`src/inc/tpa_pkg.sv`:
```
// Purpose: Constants for the triac phase-angle soft-start core
// Assumes: 25 MHz clock, 50 Hz mains
// Notes: One tick is a thousandth of a mains half period
package tpa_pkg;
	localparam int CLK_HZ = 25000000;
	localparam int MAINS_HZ = 50;
	localparam int TICK_HZ = 2 * MAINS_HZ * 1000;
	localparam logic [8:0] DIV_NOM = 9'(CLK_HZ / TICK_HZ);
	localparam logic [8:0] SAR_FIRST = 9'h100;
	localparam logic [10:0] TICKS_PER_HALF = 11'd1000;
	localparam logic [10:0] CNT_MAX = 11'h7ff;
	localparam int GAP_US = 20;
	localparam logic [5:0] GAP_TICKS = 6'((GAP_US * TICK_HZ + 999999) / 1000000);
	localparam logic [5:0] WIDTH_T00 = 6'd32;
	localparam logic [5:0] WIDTH_T01 = 6'd8;
	localparam logic [5:0] WIDTH_T10 = 6'd4;
	localparam logic [5:0] WIDTH_T11 = 6'd2;
	localparam logic [10:0] RAMP_TICKS_PER_STEP = 11'(800 / MAINS_HZ);
	localparam int MASK_SHIFT = 6;
	localparam logic [9:0] INITIAL_DELAY_RST = 10'd690;
	localparam logic [3:0] TOP_ADDR = 4'hf;
	typedef logic [9:0] tpa_rom_t [16];
	localparam tpa_rom_t POWER_ROM = '{
		10'd580, 10'd557, 10'd534, 10'd512, 10'd490, 10'd467, 10'd446, 10'd424,
		10'd401, 10'd377, 10'd352, 10'd325, 10'd295, 10'd263, 10'd221, 10'd102};
	typedef enum logic [3:0] {
		ST_IDLE = 4'b0001,
		ST_PULSE = 4'b0010,
		ST_GAP = 4'b0100,
		ST_DONE = 4'b1000
	} tpa_fire_t;
endpackage : tpa_pkg

```
`src/rtl/tpa_core.sv`:
```
// Purpose: Phase-angle triac firing with soft start, retrigger and thermal fallback
// Assumes: Inputs synchronous to mclk_in; analog comparators and ADC are outside
// Notes: Counts run in ticks of one thousandth of a half period
`timescale 1ns/1ps
module tpa_core import tpa_pkg::*; (
	input wire logic mclk_in,
	input wire logic rst_in,
	input wire logic high_supply_in,
	input wire logic zero_cross_input_in,
	input wire logic [3:0] speed_reading_in,
	input wire logic speed_valid_in,
	input wire logic overtemp_sense_in,
	input wire logic mode_feedback_in,
	input wire logic triac_on_in,
	input wire logic [4:0] soft_start_rate_in,
	input wire logic [1:0] pulse_width_select_in,
	input wire logic retrigger_enable_in,
	input wire logic [3:0] retrigger_mask_point_in,
	input wire logic [9:0] initial_delay_in,
	output logic triac_drive_out,
	output logic sense_switch_out,
	output logic two_wire_mode_out,
	output logic overtemp_active_out,
	output logic locked_out
);
	function automatic logic [5:0] width_ticks(input logic [1:0] sel);
		case (sel)
			2'b00: width_ticks = WIDTH_T00;
			2'b01: width_ticks = WIDTH_T01;
			2'b10: width_ticks = WIDTH_T10;
			default: width_ticks = WIDTH_T11;
		endcase
	endfunction : width_ticks

	logic zc_r, zc_nxt, seen_zc_r, seen_zc_nxt, zc_evt;
	logic [8:0] div_r, div_nxt, divcnt_r, divcnt_nxt, sar_r, sar_nxt;
	logic tick_100k_r, tick_100k_nxt, locked_r, locked_nxt;
	logic [10:0] pc_r, pc_nxt;
	logic [3:0] held_r, held_nxt, addr;
	logic [4:0] scaled;
	logic sense_r, sense_nxt, hot_r, hot_nxt, two_wire_r, two_wire_nxt;
	logic [9:0] fire_delay_target, ign_r, ign_nxt;
	logic [10:0] rcnt_r, rcnt_nxt, rstep;
	logic run_r, run_nxt;
	tpa_fire_t state_r, state_nxt;
	logic [5:0] wcnt_r, wcnt_nxt;
	logic second_r, second_nxt, drive_r, drive_nxt;
	logic [10:0] mask_ticks;

	assign zc_evt = zc_r ^ zero_cross_input_in;
	assign mask_ticks = 11'(retrigger_mask_point_in) << MASK_SHIFT;

	// Tick divider and frequency lock
	always_comb begin
		zc_nxt = zero_cross_input_in;
		seen_zc_nxt = seen_zc_r | zc_evt;
		div_nxt = div_r;
		sar_nxt = sar_r;
		locked_nxt = locked_r;
		tick_100k_nxt = 1'b0;
		divcnt_nxt = divcnt_r + 9'h001;
		if (divcnt_r >= div_r - 9'h001) begin
			divcnt_nxt = 9'h000;
			tick_100k_nxt = 1'b1;
		end
		pc_nxt = pc_r;
		if (tick_100k_r && pc_r != CNT_MAX)
			pc_nxt = pc_r + 11'h001;
		if (zc_evt) begin
			pc_nxt = 11'h000;
			if (seen_zc_r && sar_r != 9'h000) begin
				div_nxt = ((pc_r > TICKS_PER_HALF) ? div_r : (div_r & ~sar_r)) | (sar_r >> 1);
				sar_nxt = sar_r >> 1;
				locked_nxt = (sar_r == 9'h001);
			end else if (seen_zc_r) begin
				if (pc_r > TICKS_PER_HALF && div_r != 9'h1ff)
					div_nxt = div_r + 9'h001;
				else if (pc_r < TICKS_PER_HALF && div_r > 9'h002)
					div_nxt = div_r - 9'h001;
			end
		end
	end

	always_ff @(posedge mclk_in) begin
		if (rst_in) begin
			zc_r <= 1'b0;
			seen_zc_r <= 1'b0;
			div_r <= SAR_FIRST;
			sar_r <= SAR_FIRST;
			locked_r <= 1'b0;
			divcnt_r <= 9'h000;
			tick_100k_r <= 1'b0;
			pc_r <= 11'h000;
		end else begin
			zc_r <= zc_nxt;
			seen_zc_r <= seen_zc_nxt;
			div_r <= div_nxt;
			sar_r <= sar_nxt;
			locked_r <= locked_nxt;
			divcnt_r <= divcnt_nxt;
			tick_100k_r <= tick_100k_nxt;
			pc_r <= pc_nxt;
		end
	end

	// Speed reading, sensing phases and table lookup
	always_comb begin
		held_nxt = held_r;
		// Debounce by more than one step
		if (speed_valid_in && ((speed_reading_in > held_r + 4'h1 && held_r != 4'hf) ||
			(held_r > speed_reading_in + 4'h1 && speed_reading_in != 4'hf)))
			held_nxt = speed_reading_in;
		sense_nxt = zc_evt ? ~sense_r : sense_r;
		hot_nxt = hot_r;
		two_wire_nxt = two_wire_r;
		if (sense_r)
			hot_nxt = overtemp_sense_in;
		else
			two_wire_nxt = mode_feedback_in;
		// Two-wire input spans half the range
		scaled = two_wire_r ? {held_r, 1'b0} : {1'b0, held_r};
		addr = (scaled > 5'h0f) ? 4'h0 : TOP_ADDR - scaled[3:0];
		fire_delay_target = hot_r ? POWER_ROM[0] : POWER_ROM[addr];
	end

	always_ff @(posedge mclk_in) begin
		if (rst_in) begin
			held_r <= 4'h0;
			sense_r <= 1'b0;
			hot_r <= 1'b0;
			two_wire_r <= 1'b0;
		end else begin
			held_r <= held_nxt;
			sense_r <= sense_nxt;
			hot_r <= hot_nxt;
			two_wire_r <= two_wire_nxt;
		end
	end

	// Soft-start ramp
	always_comb begin
		rstep = 11'({1'b0, soft_start_rate_in} + 6'h01) * RAMP_TICKS_PER_STEP;
		run_nxt = high_supply_in & locked_r;
		ign_nxt = ign_r;
		rcnt_nxt = rcnt_r;
		if (!run_r) begin
			ign_nxt = initial_delay_in;
			rcnt_nxt = 11'h000;
		end else if (tick_100k_r) begin
			rcnt_nxt = rcnt_r + 11'h001;
			if (rcnt_r >= rstep - 11'h001) begin
				rcnt_nxt = 11'h000;
				if (ign_r > fire_delay_target)
					ign_nxt = ign_r - 10'h001;
				else if (ign_r < fire_delay_target)
					ign_nxt = ign_r + 10'h001;
			end
		end
	end

	always_ff @(posedge mclk_in) begin
		if (rst_in) begin
			run_r <= 1'b0;
			ign_r <= INITIAL_DELAY_RST;
			rcnt_r <= 11'h000;
		end else begin
			run_r <= run_nxt;
			ign_r <= ign_nxt;
			rcnt_r <= rcnt_nxt;
		end
	end

	// Firing sequencer
	always_comb begin
		state_nxt = state_r;
		wcnt_nxt = wcnt_r;
		second_nxt = second_r;
		case (state_r)
			ST_IDLE: begin
				if (tick_100k_r && run_r && pc_r == {1'b0, ign_r}) begin
					state_nxt = ST_PULSE;
					wcnt_nxt = width_ticks(pulse_width_select_in);
					second_nxt = 1'b0;
				end
			end
			ST_PULSE: begin
				if (tick_100k_r) begin
					wcnt_nxt = wcnt_r - 6'h01;
					if (wcnt_r == 6'h01) begin
						state_nxt = (!retrigger_enable_in && second_r) ? ST_DONE : ST_GAP;
						wcnt_nxt = GAP_TICKS;
					end
				end
			end
			ST_GAP: begin
				if (tick_100k_r) begin
					wcnt_nxt = wcnt_r - 6'h01;
					if (wcnt_r == 6'h01) begin
						wcnt_nxt = width_ticks(pulse_width_select_in);
						second_nxt = 1'b1;
						state_nxt = ST_DONE;
						if (retrigger_enable_in && !triac_on_in && pc_r < mask_ticks)
							state_nxt = ST_PULSE;
						else if (!retrigger_enable_in)
							state_nxt = ST_PULSE;
					end
				end
			end
			ST_DONE: state_nxt = ST_DONE;
			default: state_nxt = ST_DONE;
		endcase
		if (zc_evt)
			state_nxt = ST_IDLE;
		if (!high_supply_in)
			state_nxt = ST_DONE;
		drive_nxt = (state_nxt == ST_PULSE);
	end

	always_ff @(posedge mclk_in) begin
		if (rst_in) begin
			state_r <= ST_DONE;
			wcnt_r <= 6'h00;
			second_r <= 1'b0;
			drive_r <= 1'b0;
		end else begin
			state_r <= state_nxt;
			wcnt_r <= wcnt_nxt;
			second_r <= second_nxt;
			drive_r <= drive_nxt;
		end
	end

	assign triac_drive_out = drive_r;
	assign sense_switch_out = sense_r;
	assign two_wire_mode_out = two_wire_r;
	assign overtemp_active_out = hot_r;
	assign locked_out = locked_r;

	a_no_fire_low: assert property (@(posedge mclk_in) disable iff (rst_in)
		!high_supply_in |=> !triac_drive_out) else $error("drive while supply low");
	a_lock_holds: assert property (@(posedge mclk_in) disable iff (rst_in)
		locked_out |=> locked_out) else $error("lock lost");
	a_zc_clears: assert property (@(posedge mclk_in) disable iff (rst_in)
		zc_evt |=> pc_r == 11'h000) else $error("counter not cleared");
	a_fire_point: assert property (@(posedge mclk_in) disable iff (rst_in)
		$rose(triac_drive_out) && $past(state_r == ST_IDLE) |-> $past(pc_r) == {1'b0, $past(ign_r)})
		else $error("fired off ignition point");
	a_debounce_hold: assert property (@(posedge mclk_in) disable iff (rst_in)
		speed_valid_in && ({1'b0, speed_reading_in} == {1'b0, held_r} ||
		{1'b0, speed_reading_in} == {1'b0, held_r} + 5'h01 ||
		{1'b0, speed_reading_in} + 5'h01 == {1'b0, held_r}) |=> $stable(held_r))
		else $error("jitter accepted");
	a_thermal_index: assert property (@(posedge mclk_in) disable iff (rst_in)
		overtemp_active_out |-> fire_delay_target == POWER_ROM[0]) else $error("no thermal fallback");
	a_ramp_initial: assert property (@(posedge mclk_in) disable iff (rst_in)
		!run_r |=> ign_r == $past(initial_delay_in)) else $error("ramp not at initial");
	a_ramp_step: assert property (@(posedge mclk_in) disable iff (rst_in)
		$past(run_r) && run_r && $changed(ign_r) |-> ign_r == $past(ign_r) + 10'h001 ||
		ign_r + 10'h001 == $past(ign_r)) else $error("ramp jumped");
	a_mask_point: assert property (@(posedge mclk_in) disable iff (rst_in)
		$rose(triac_drive_out) && $past(state_r == ST_GAP) && $past(retrigger_enable_in) |->
		$past(pc_r) < $past(mask_ticks)) else $error("retrigger past mask");
	a_two_pulses: assert property (@(posedge mclk_in) disable iff (rst_in)
		state_r == ST_PULSE && second_r && !retrigger_enable_in && high_supply_in && !zc_evt
		&& tick_100k_r && wcnt_r == 6'h01 |=> state_r == ST_DONE) else $error("third pulse");
	c_fired: cover property (@(posedge mclk_in) disable iff (rst_in) $rose(triac_drive_out));
	c_retrigger: cover property (@(posedge mclk_in) disable iff (rst_in)
		$rose(triac_drive_out) && $past(state_r == ST_GAP) && retrigger_enable_in);
	c_hot: cover property (@(posedge mclk_in) disable iff (rst_in) $rose(overtemp_active_out));
	c_locked: cover property (@(posedge mclk_in) disable iff (rst_in) $rose(locked_out));
endmodule : tpa_core

```
`config.mk`:
```
export PLATFORM = sky130hd
export DESIGN_NAME = tpa_core
export DESIGN_NICKNAME = d
export VERILOG_FILES = /design/src/inc/tpa_pkg.sv /design/src/rtl/tpa_core.sv
export SDC_FILE = /design/constraint.sdc
export NUM_CORES = 1
export LEC_CHECK = 0
export ABC_AREA = 1
export ABC_CLOCK_PERIOD_IN_PS = 4400
export BUFFER_PORTS_ARGS = -buffer_cell sky130_fd_sc_hd__buf_4
export CAP_MARGIN = 15
export CORE_ASPECT_RATIO = 0.7
export CORE_MARGIN = 2
export CORE_UTILIZATION = 60
export CTS_CLUSTER_SIZE = 12
export DETAILED_ROUTE_END_ITERATION = 8
export PLACE_DENSITY = 0.81
export SLEW_MARGIN = 30
export SYNTH_ARGS = -nofsm -noshare
export SYNTH_HDL_FRONTEND = slang
export SYNTH_SLANG_ARGS = --single-unit
```
`constraint.sdc`:
```
create_clock -name mclk_in -period 4.4 [get_ports mclk_in]
set_input_delay 0.88 -clock mclk_in [delete_from_list [all_inputs] [get_ports mclk_in]]
set_output_delay 0.88 -clock mclk_in [all_outputs]
set_load 0.02 [all_outputs]
```
==> run summary, run 1 <==
Slew @ Worst Pin: 0.5687 ns
crit start category: register
Netlist Area Pre-Place: 0.006545 sq mm
drt pass-1 iters: 5
I/O pins: 39
final instance area: 0.007224 sq mm
Pwr Density: 340.5 mW/mm^2
#FFs+latches synth: 83
Main synth FF type: dfxtp_1
Core ar.: 0.01047 sq mm
area delta synth->final: 10.38%
multi-input logic area: 0.004290 sq mm
met1 usage: 41.48%
Vias/cell: 5.416
R2R setup slack: 0.53 ns
clk sinks: 83
Max Cap Viol: 0
Post-Syn Instances: 1012
status: finished, final reports clean
clock skew: 0.007342 ns
layout cells sized above 1: 8.254%
net count reported at finish: 1149
final hold slack: 0.4948 ns
reg2reg end: ign_r[3]
synth top area cells: dfxtp_1, nand2_1, ha_1, inv_1, nor2_1
drt initial violations: 472
CTS tree: done
Slew headroom: 61.98%
FF-to-FF Start: two_wire_mode_out
Initial Utilization: 62.50%
gpl congestion: 0.8876
FMAX: 0.2583 GHz
CP peak stage delay: 0.41 ns
gr busiest metal: met1
H-tree depth: 3
antenna violations before repair: 0
FF/Latch Area: 0.001662 sq mm
EDFF count, synth: 0
Min Clock Period, post-route: 3.871 ns
CP cell instances: inv_1, nor2_1, o21ai_0, buf_4, inv_1, ha_1, inv_1, nand3_1, nand3_1, ha_1, nand2_1, nor2_1, nand3_1, nand3_1, nand2_1, inv_2, ha_1, a21oi_1, o21ai_0, xnor2_1, o21ai_0, nor2_1, nor2_1
GRT Overall Usage: 27.45%
Avg Inst Size Synth: 6.467 sq um
Async SR Flop Fraction: 0%
routed vias: 6423
crit end category: register
largest net degree at the start of global routing: 28
vias in the first global route: 5603
dpl hpwl: 11.93 mm
post-CTS resize count: 0
yosys synthesis warning count: 0
clk buf depth: 2
sequential share of the synthesized area: 25.39%
setup tns final: 0 ns
first-pass GRT wire length: 26.35 mm
root buf cell: clkbuf_16
Global Route met2 Usage: 39.64%
Final Hold Violating Endpoints: 0
row cnt: 31
slowest CP cell: dfxtp_1
Die H: 91.39 um
DIE AREA: 0.01177 sq mm
RSZ-0062 raised after global routing: false
met3 Usage GRT: 5.362%
Placement Cell Area: 0.006937 sq mm
total power: 0.002460 W
Synth area leader: dfxtp_1
cells on worst reg2reg path: 23
leakage power: 3.427 nW
Routed WL per cell: 13.14 um
clock buffer count from CTS: 9
Crit Path Max Fanout: 8
unique cell type count in the Yosys netlist: 47
Routed Wire Length: 15.58 mm
cts hold-fix bufs: 0
crit path capture: ign_r[3]
Yosys top cell area share: 25.39%
Final Max Tran Viols: 0
clock latency on the worst-skew pair: 0.35 ns
WS Path Type: reg2reg
final period utilization: 87.97%
clock-pin slew on the worst setup and hold paths: 0.07 ns
fillers: 951
Hold WC Path Type: reg2reg
Antenna Nets Post-Route: 0
Overflow after GRT: 0
antenna diode count: 0
Peak VDD IR: 220.2 uV
Synth Net Count: 1112
CP arrival: 4.15 ns
Die Wd: 128.8 um
postcts setup bufs: 0
Critical path origin: two_wire_mode_out
Post-route DRC: 0
IO buf count: 38
CP required: 4.68 ns
final setup vio count: 0
==> placed cells by master (no fill, tap or decap), drive strengths merged, types with 20 or more instances in the layout <==
cell,synthesis,final
buf,12,44
xnor2,20,20
a21oi,62,62
o21ai,58,58
inv,130,132
dfxtp,83,83
nor3,23,23
ha,65,65
nor2,126,126
nand4,21,21
nand3,82,82
xor2,27,27
nand2,262,262
==> cells in the mapped netlist (2+ instances only) <==
cell       number
nand2_1       256
inv_1         127
nor2_1        124
dfxtp_1        83
nand3_1        78
ha_1           65
a21oi_1        60
o21ai_0        51
xor2_1         27
nor3_1         21
nand4_1        20
xnor2_1        20
clkbuf_1        6
nand2_2         6
buf_2           5
o21ai_1         5
buf_4           4
nand3b_1        4
nor3b_1         4
o21bai_1        4
a211oi_1        3
a31oi_1         3
inv_2           3
nand3_2         3
a21boi_0        2
a21oi_2         2
buf_6           2
nor3_2          2
o2111ai_1       2
o21ai_2         2
or2_2           2
==> cells by family after synthesis <==
| group | synth area share [%] |
|---|---|
| fa+ha+maj | 12.73 |
| flops | 25.39 |
| compound gates | 11.37 |
| buf+inv | 9.099 |
| simple gates | 35.12 |
| xor+xnor | 6.290 |
==> worst min path at each step <==
stage / from / cells past startpoint / end / slack (ns)
after floorplan: sar_r[0] / 2 / sar_r[0] / 0.45
final: locked_out / 2 / run_r / 0.49
after detailed placement: locked_out / 2 / run_r / 0.48
after global routing: locked_out / 2 / run_r / 0.52
after global placement: locked_out / 2 / run_r / 0.47
after CTS: locked_out / 2 / run_r / 0.50
==> sequential cells by signal (all words and copies together) (netlist names), 4 cells and up <==
register  flops
held_r        4
rcnt_r       11
divcnt_r      9
sar_r         9
wcnt_r        6
pc_r         11
div_r         9
ign_r        10
state_r       4
==> metal layers <==
layer | share of wire, % | up-vias
li1 | - | 3368
met5 | 0 | -
met1 | 51 | 2847
met4 | 1.1 | 0
met3 | 6.8 | 19
met2 | 41 | 189
==> report_power, final <==
group / leakage [nW] / switching, W / internal [W] / total (W)
logic: 2.61 / 0.000531 / 0.000347 / 0.000878
registers: 0.678 / 0.0000591 / 0.000791 / 0.000850
clock network: 0.135 / 0.000330 / 0.000402 / 0.000732
==> layout make-up <==
cell class / instances / area share, %
Tap cell: 132 / 2.286
Inverter: 131 / 6.806
Clock inverter: 6 / 0.6408
Clock buffer: 10 / 3.308
Multi-Input combinational cell: 780 / 59.39
Timing Repair Buffer: 44 / 4.572
Sequential cell: 83 / 23.00
==> stage by stage <==
stage	setup WS, ns	util, %	cells
2_1_floorplan	0.4809	-	1012
3_3_place_gp	0.6182	66.24	1170
3_5_place_dp	0.4567	66.24	1170
4_1_cts	0.4590	68.96	1186
5_1_grt	0.03171	68.98	1186
6_report	0.5292	68.98	1186
==> critical path: cells and delay by family, from the launching register on <==
family          cells  cell delay (ns)
fa+ha+maj           3             0.78
simple gates       10             1.20
flops               1             0.41
compound gates      4             0.63
buf+inv             5             0.63
xor+xnor            1             0.16
Note: power is estimated with default switching activity, not from simulation.
==> inputs of run 2 (changes only) <==
MAX_ROUTING_LAYER = met4   (was not set)
==> run 2 against run 1 <==
  * Flip-flop and latch count unchanged
  * Die area unchanged
  * Largest power group unchanged
  * Clock skew about the same
  * Highest routed layer unchanged
  * Sequential power hardly changed
  * Utilization stayed put
  * Clock power hardly changed
  * Cell area unchanged
  * Critical path depth stayed put
  * First-iteration DRC count shrank 1.1%
==> run summary, run 2 (synthesized netlist as in run 1, its figures left out) <==
Antenna Nets Post-Route: 0 (unchanged)
Slew headroom: 61.88% (-0.11 points)
setup tns final: 0 ns (unchanged)
antenna violations before repair: 0 (unchanged)
Die Wd: 128.8 um (unchanged)
reg2reg end: ign_r[3]
Hold WC Path Type: reg2reg
clock buffer count from CTS: 9 (unchanged)
most frequent cells in the layout: nand2_1, inv_1, nor2_1
highest metal used: met4
area delta synth->final: 10.38% (unchanged)
Crit Path Max Fanout: 8 (unchanged)
R2R setup slack: 0.53 ns (about the same)
biggest regs: pc_r: 11 flops, rcnt_r: 11 flops, ign_r: 10 flops
drt initial violations: 467 (-1.1%)
clk sinks: 83 (unchanged)
met2 routed WL: 6.324 mm (-0.17%)
Hold Crit Start: locked_out
Final Max Tran Viols: 0 (unchanged)
layout cells sized above 1: 8.254% (unchanged)
Max Cap Viol: 0 (unchanged)
RSZ-0062 raised after global routing: false
gpl congestion: 0.9025 (+1.7%)
fillers: 951 (unchanged)
Peak VDD IR: 221.0 uV (+0.37%)
IO buf count: 38 (unchanged)
final setup vio count: 0 (unchanged)
CP required: 4.68 ns (about the same)
WS Path Type: reg2reg
clock latency on the worst-skew pair: 0.35 ns (about the same)
Pwr Density: 340.6 mW/mm^2 (about the same)
Final Hold Violating Endpoints: 0 (unchanged)
CTS tree: done
net count reported at finish: 1149 (unchanged)
leakage power: 3.427 nW (unchanged)
Min Clock Period, post-route: 3.869 ns (-0.001295 ns)
multi-input logic area: 0.004290 sq mm (unchanged)
final hold slack: 0.4948 ns (-0.00007100 ns)
final period utilization: 87.94% (about the same)
FMAX: 0.2584 GHz (about the same)
met3 WL post-DR: 1.056 mm (-0.75%)
crit start category: register
status: finished, final reports clean
H-tree depth: 3 (unchanged)
FF-to-FF Start: two_wire_mode_out
Overflow after GRT: 0 (unchanged)
FF/Latch Area: 0.001662 sq mm (unchanged)
Post-route DRC: 0 (unchanged)
Initial Utilization: 62.50% (unchanged)
row cnt: 31 (unchanged)
DIE AREA: 0.01177 sq mm (unchanged)
postcts setup bufs: 0 (unchanged)
Core ar.: 0.01047 sq mm (unchanged)
Die H: 91.39 um (unchanged)
Routed Wire Length: 15.58 mm (about the same)
Placement Cell Area: 0.006937 sq mm (unchanged)
final instance area: 0.007224 sq mm (unchanged)
drt pass-1 iters: 7 (+2)
clk buf depth: 2 (unchanged)
root buf cell: clkbuf_16
cells on worst reg2reg path: 23 (unchanged)
Hold Path End: run_r
first-pass GRT wire length: 26.34 mm (about the same)
GRT Overall Usage: 28.22% (+0.77 points)
vias in the first global route: 5604 (+0.018%)
clock skew: 0.007590 ns (+0.0002476 ns)
dpl hpwl: 11.93 mm (unchanged)
most common cell after layout, fill and taps aside: nand2_1
total power: 0.002460 W (about the same)
Vias/cell: 5.404 (-0.22%)
crit end category: register
Routed WL per cell: 13.13 um (about the same)
met1 WL: 8.033 mm (+0.30%)
routed vias: 6409 (-0.22%)
CP arrival: 4.15 ns (about the same)
Slew @ Worst Pin: 0.5703 ns (+0.001583 ns)
largest net degree at the start of global routing: 28 (unchanged)
clock-pin slew on the worst setup and hold paths: 0.07 ns (about the same)
I/O pins: 39 (unchanged)
antenna diode count: 0 (unchanged)
hold path depth: 2 (unchanged)
[run 2: what timing repair did]
item,in CTS,in global routing
resized for setup,0,2
endpoints found under the hold margin,0,0
setup endpoints to repair,0,7
hold buffers,0,0
[run 2: metal layers]
metal	vias up	global-route usage (%)
met2	176	39.64
met1	2847	41.48
met3	19	5.362
met5	-	-
li1	3367	-
met4	0	6.703
[run 2: cell type report]
| cell class | instances | share of cell area [%] |
|---|---|---|
| Clock inverter | 6 | 0.6408 |
| Timing Repair Buffer | 44 | 4.572 |
| Tap cell | 132 | 2.286 |
| Inverter | 131 | 6.806 |
| Multi-Input combinational cell | 780 | 59.39 |
| Sequential cell | 83 | 23.00 |
| Clock buffer | 10 | 3.308 |
[run 2: metrics by stage]
step	worst slack [ns]	util, %	cells
after floorplan	0.4809	-	1012
after global placement	0.6182	66.24	1170
after detailed placement	0.4567	66.24	1170
after CTS	0.4590	68.96	1186
after global routing	0.03171	68.98	1186
final	0.5305	68.98	1186
[run 2: power by group]
group	switching (W)	leakage [nW]	internal, W
Combinational	0.000530	2.61	0.000347
Clock	0.000331	0.135	0.000402
Sequential	0.0000592	0.678	0.000791
Total	0.000920	3.43	0.00154
[run 2: worst max-delay path, cell delays in order, from the launching register on]
cell and delay (ns):
dfxtp_1 0.41, inv_1 0.11, nor2_1 0.09, o21ai_0 0.07, buf_4 0.16, inv_1 0.16
ha_1 0.17, inv_1 0.04, nand3_1 0.15, nand3_1 0.11, ha_1 0.31, nand2_1 0.05
nor2_1 0.21, nand3_1 0.12, nand3_1 0.15, nand2_1 0.13, inv_2 0.16, ha_1 0.30
a21oi_1 0.21, o21ai_0 0.18, xnor2_1 0.16, o21ai_0 0.17, nor2_1 0.08, nor2_1 0.11
[run 2: how the worst max path moves through the flow]
| stage | startpoint | to | slack (ns) | depth (start not counted) |
|---|---|---|---|---|
| floorplan | two_wire_mode_out | ign_r[6] | 0.48 | 26 |
| global placement | two_wire_mode_out | ign_r[6] | 0.62 | 26 |
| detailed placement | two_wire_mode_out | ign_r[4] | 0.46 | 24 |
| CTS | two_wire_mode_out | ign_r[4] | 0.46 | 24 |
| global route | two_wire_mode_out | ign_r[6] | 0.03 | 27 |
| finish | two_wire_mode_out | ign_r[3] | 0.53 | 23 |
==> inputs of run 3 (changes only) <==
PLACE_DENSITY = 0.9   (was 0.81)
==> run 3 against run 2 <==
  * Total power increased by 2.1%
  * Flip-flop and latch count unchanged
  * Register-to-register slack got worse by 0.07 ns
  * Cell count decreased by 0.17%
  * Maximum frequency decreased by 1.7%
  * Non-clock buffer count decreased by 2
  * First-iteration DRC count increased by 44%
  * Critical path type unchanged
  * Critical endpoint is now ign_r[8]
  * Largest power group unchanged
==> run summary, run 3 (synthesized netlist as in run 1, its figures left out) <==
status: finished, final reports clean
Critical path origin: held_r[1]
net count reported at finish: 1147 (-0.17%)
crit start category: register
clock buffer count from CTS: 9 (unchanged)
placed cells: 1168 (-0.17%)
cells on worst reg2reg path: 27 (+17%)
clk buf depth: 2 (unchanged)
total power: 0.002512 W (+2.1%)
clk sinks: 83 (unchanged)
clock latency on the worst-skew pair: 0.35 ns (about the same)
CTS tree: done
I/O pins: 39 (unchanged)
Hold WC Path Type: reg2reg
antenna diode count: 0 (unchanged)
reg2reg end: ign_r[8]
Slew @ Worst Pin: 0.6689 ns (+0.09861 ns)
most frequent cells in the layout: nand2_1, inv_1, nor2_1
Buf/Inv on CP: 6 (+1)
Initial Utilization: 62.50% (unchanged)
RSZ-0062 raised after global routing: false
leakage power: 3.423 nW (-0.12%)
DIE AREA: 0.01177 sq mm (unchanged)
R2R setup slack: 0.46 ns (-0.07 ns)
Hold Path End: run_r
CP required: 4.64 ns (-0.04 ns)
row cnt: 31 (unchanged)
Core ar.: 0.01047 sq mm (unchanged)
most used cell, CP: nand2_1
WS Path Type: reg2reg
Slew headroom: 55.34% (-6.5 points)
Stages on worst setup path: 27 (+17%)
Pwr Density: 347.8 mW/mm^2 (+2.1%)
Crit Path Max Fanout: 8 (unchanged)
first-pass GRT wire length: 27.35 mm (+3.8%)
H-tree depth: 3 (unchanged)
final period utilization: 89.47% (+1.5 points)
Overflow after GRT: 0 (unchanged)
Finished Layout Cells: 1184 (-0.17%)
Routed Wire Length: 15.96 mm (+2.5%)
cts hold-fix bufs: 0 (unchanged)
Vias/cell: 5.576 (+3.2%)
fillers: 873 (-8.2%)
layout cells sized above 1: 8.080% (-0.17 points)
most common cell after layout, fill and taps aside: nand2_1
biggest regs: pc_r: 11 flops, rcnt_r: 11 flops, ign_r: 10 flops
FF/Latch Area: 0.001662 sq mm (unchanged)
Placement Cell Area: 0.006922 sq mm (-0.22%)
routed vias: 6602 (+3.0%)
drt pass-1 iters: 6 (-1)
dpl hpwl: 12.19 mm (+2.2%)
Hold Crit Start: locked_out
multi-input logic area: 0.004288 sq mm (about the same)
Peak VDD IR: 217.5 uV (-1.6%)
post-layout util: 68.95% (about the same)
gpl congestion: 0.9770 (+8.3%)
setup tns final: 0 ns (unchanged)
clock-pin slew on the worst setup and hold paths: 0.06 ns (about the same)
Die Wd: 128.8 um (unchanged)
Antenna Nets Post-Route: 0 (unchanged)
Routed WL per cell: 13.48 um (+2.7%)
largest net degree at the start of global routing: 37 (+32%)
hold path depth: 2 (unchanged)
GRT Overall Usage: 29.05% (+0.82 points)
Min Clock Period, post-route: 3.937 ns (+0.06702 ns)
family with the most delay on the worst path: simple AND/OR/NAND/NOR gates
slowest CP cell: dfxtp_1
final instance area: 0.007221 sq mm (about the same)
Post-route DRC: 0 (unchanged)
area delta synth->final: 10.32% (about the same)
clock skew: 0.006387 ns (-0.001203 ns)
Final Max Tran Viols: 0 (unchanged)
antenna violations before repair: 0 (unchanged)
Die H: 91.39 um (unchanged)
root buf cell: clkbuf_16
Max Cap Viol: 0 (unchanged)
vias in the first global route: 5981 (+6.7%)
CP peak stage delay: 0.44 ns (+0.03 ns)
Final Hold Violating Endpoints: 0 (unchanged)
crit end category: register
final setup vio count: 0 (unchanged)
IO buf count: 38 (unchanged)
FF-to-FF Start: held_r[1]
CP arrival: 4.18 ns (+0.03 ns)
drt initial violations: 673 (+44%)
FMAX: 0.2540 GHz (-1.7%)
-- run 3: changes by cell type in the layout (fill, tap and decap cells not counted), moves of 2 or more --
cell	change
inv_1	-2
inv_6	-2
buf_4	-2
clkinv_2	+2
-- run 3: report_power, final --
group,total [W],internal [W],switching [W]
clock network,0.000771,0.000453,0.000318
registers,0.000852,0.000791,0.0000606
logic,0.000889,0.000346,0.000543
-- run 3: stage by stage --
stage / hold WS [ns] / setup slack, ns
final: 0.4929 / 0.4635
after detailed placement: 0.4700 / 0.4610
after CTS: 0.4830 / 0.4143
after floorplan: 0.4499 / 0.4809
after global placement: 0.4700 / 0.5557
after global routing: 0.4998 / 0.004718
-- run 3: worst max path at each step --
stage / end / slack (ns)
after floorplan: ign_r[6] / 0.48
after global placement: ign_r[4] / 0.56
after detailed placement: ign_r[8] / 0.46
after CTS: ign_r[8] / 0.41
after global routing: ign_r[8] / 0.005
final: ign_r[8] / 0.46
-- run 3: metal layers --
metal	GRT usage [%]	vias up	part of all wire [%]
met5	-	-	0
met4	6.341	0	1.4
met3	5.775	23	9.6
met1	41.06	2913	48
li1	-	3355	-
met2	42.81	311	41
-- run 3: area by class of cell --
cell class / instances / area share, %
clock buffer: 11 / 3.362
timing repair buffer: 42 / 4.367
tap: 132 / 2.287
sequential: 83 / 23.01
clock inverter: 5 / 0.7278
inverter: 131 / 6.862
multi-input combinational: 780 / 59.38
-- run 3: repair_timing --
item,in CTS,in global routing
buffers inserted,0,0
resized for setup,0,2
setup endpoints to repair,0,7
-- run 3: worst register-to-register path, delay by kind of cell (launching register included) --
family / cells / cell delay (ns)
and+or+nand+nor: 14 / 1.15
adders and majority gates: 3 / 0.85
AOI/OAI and AO/OA: 4 / 0.75
buffers and inverters: 6 / 0.66
DFF: 1 / 0.44
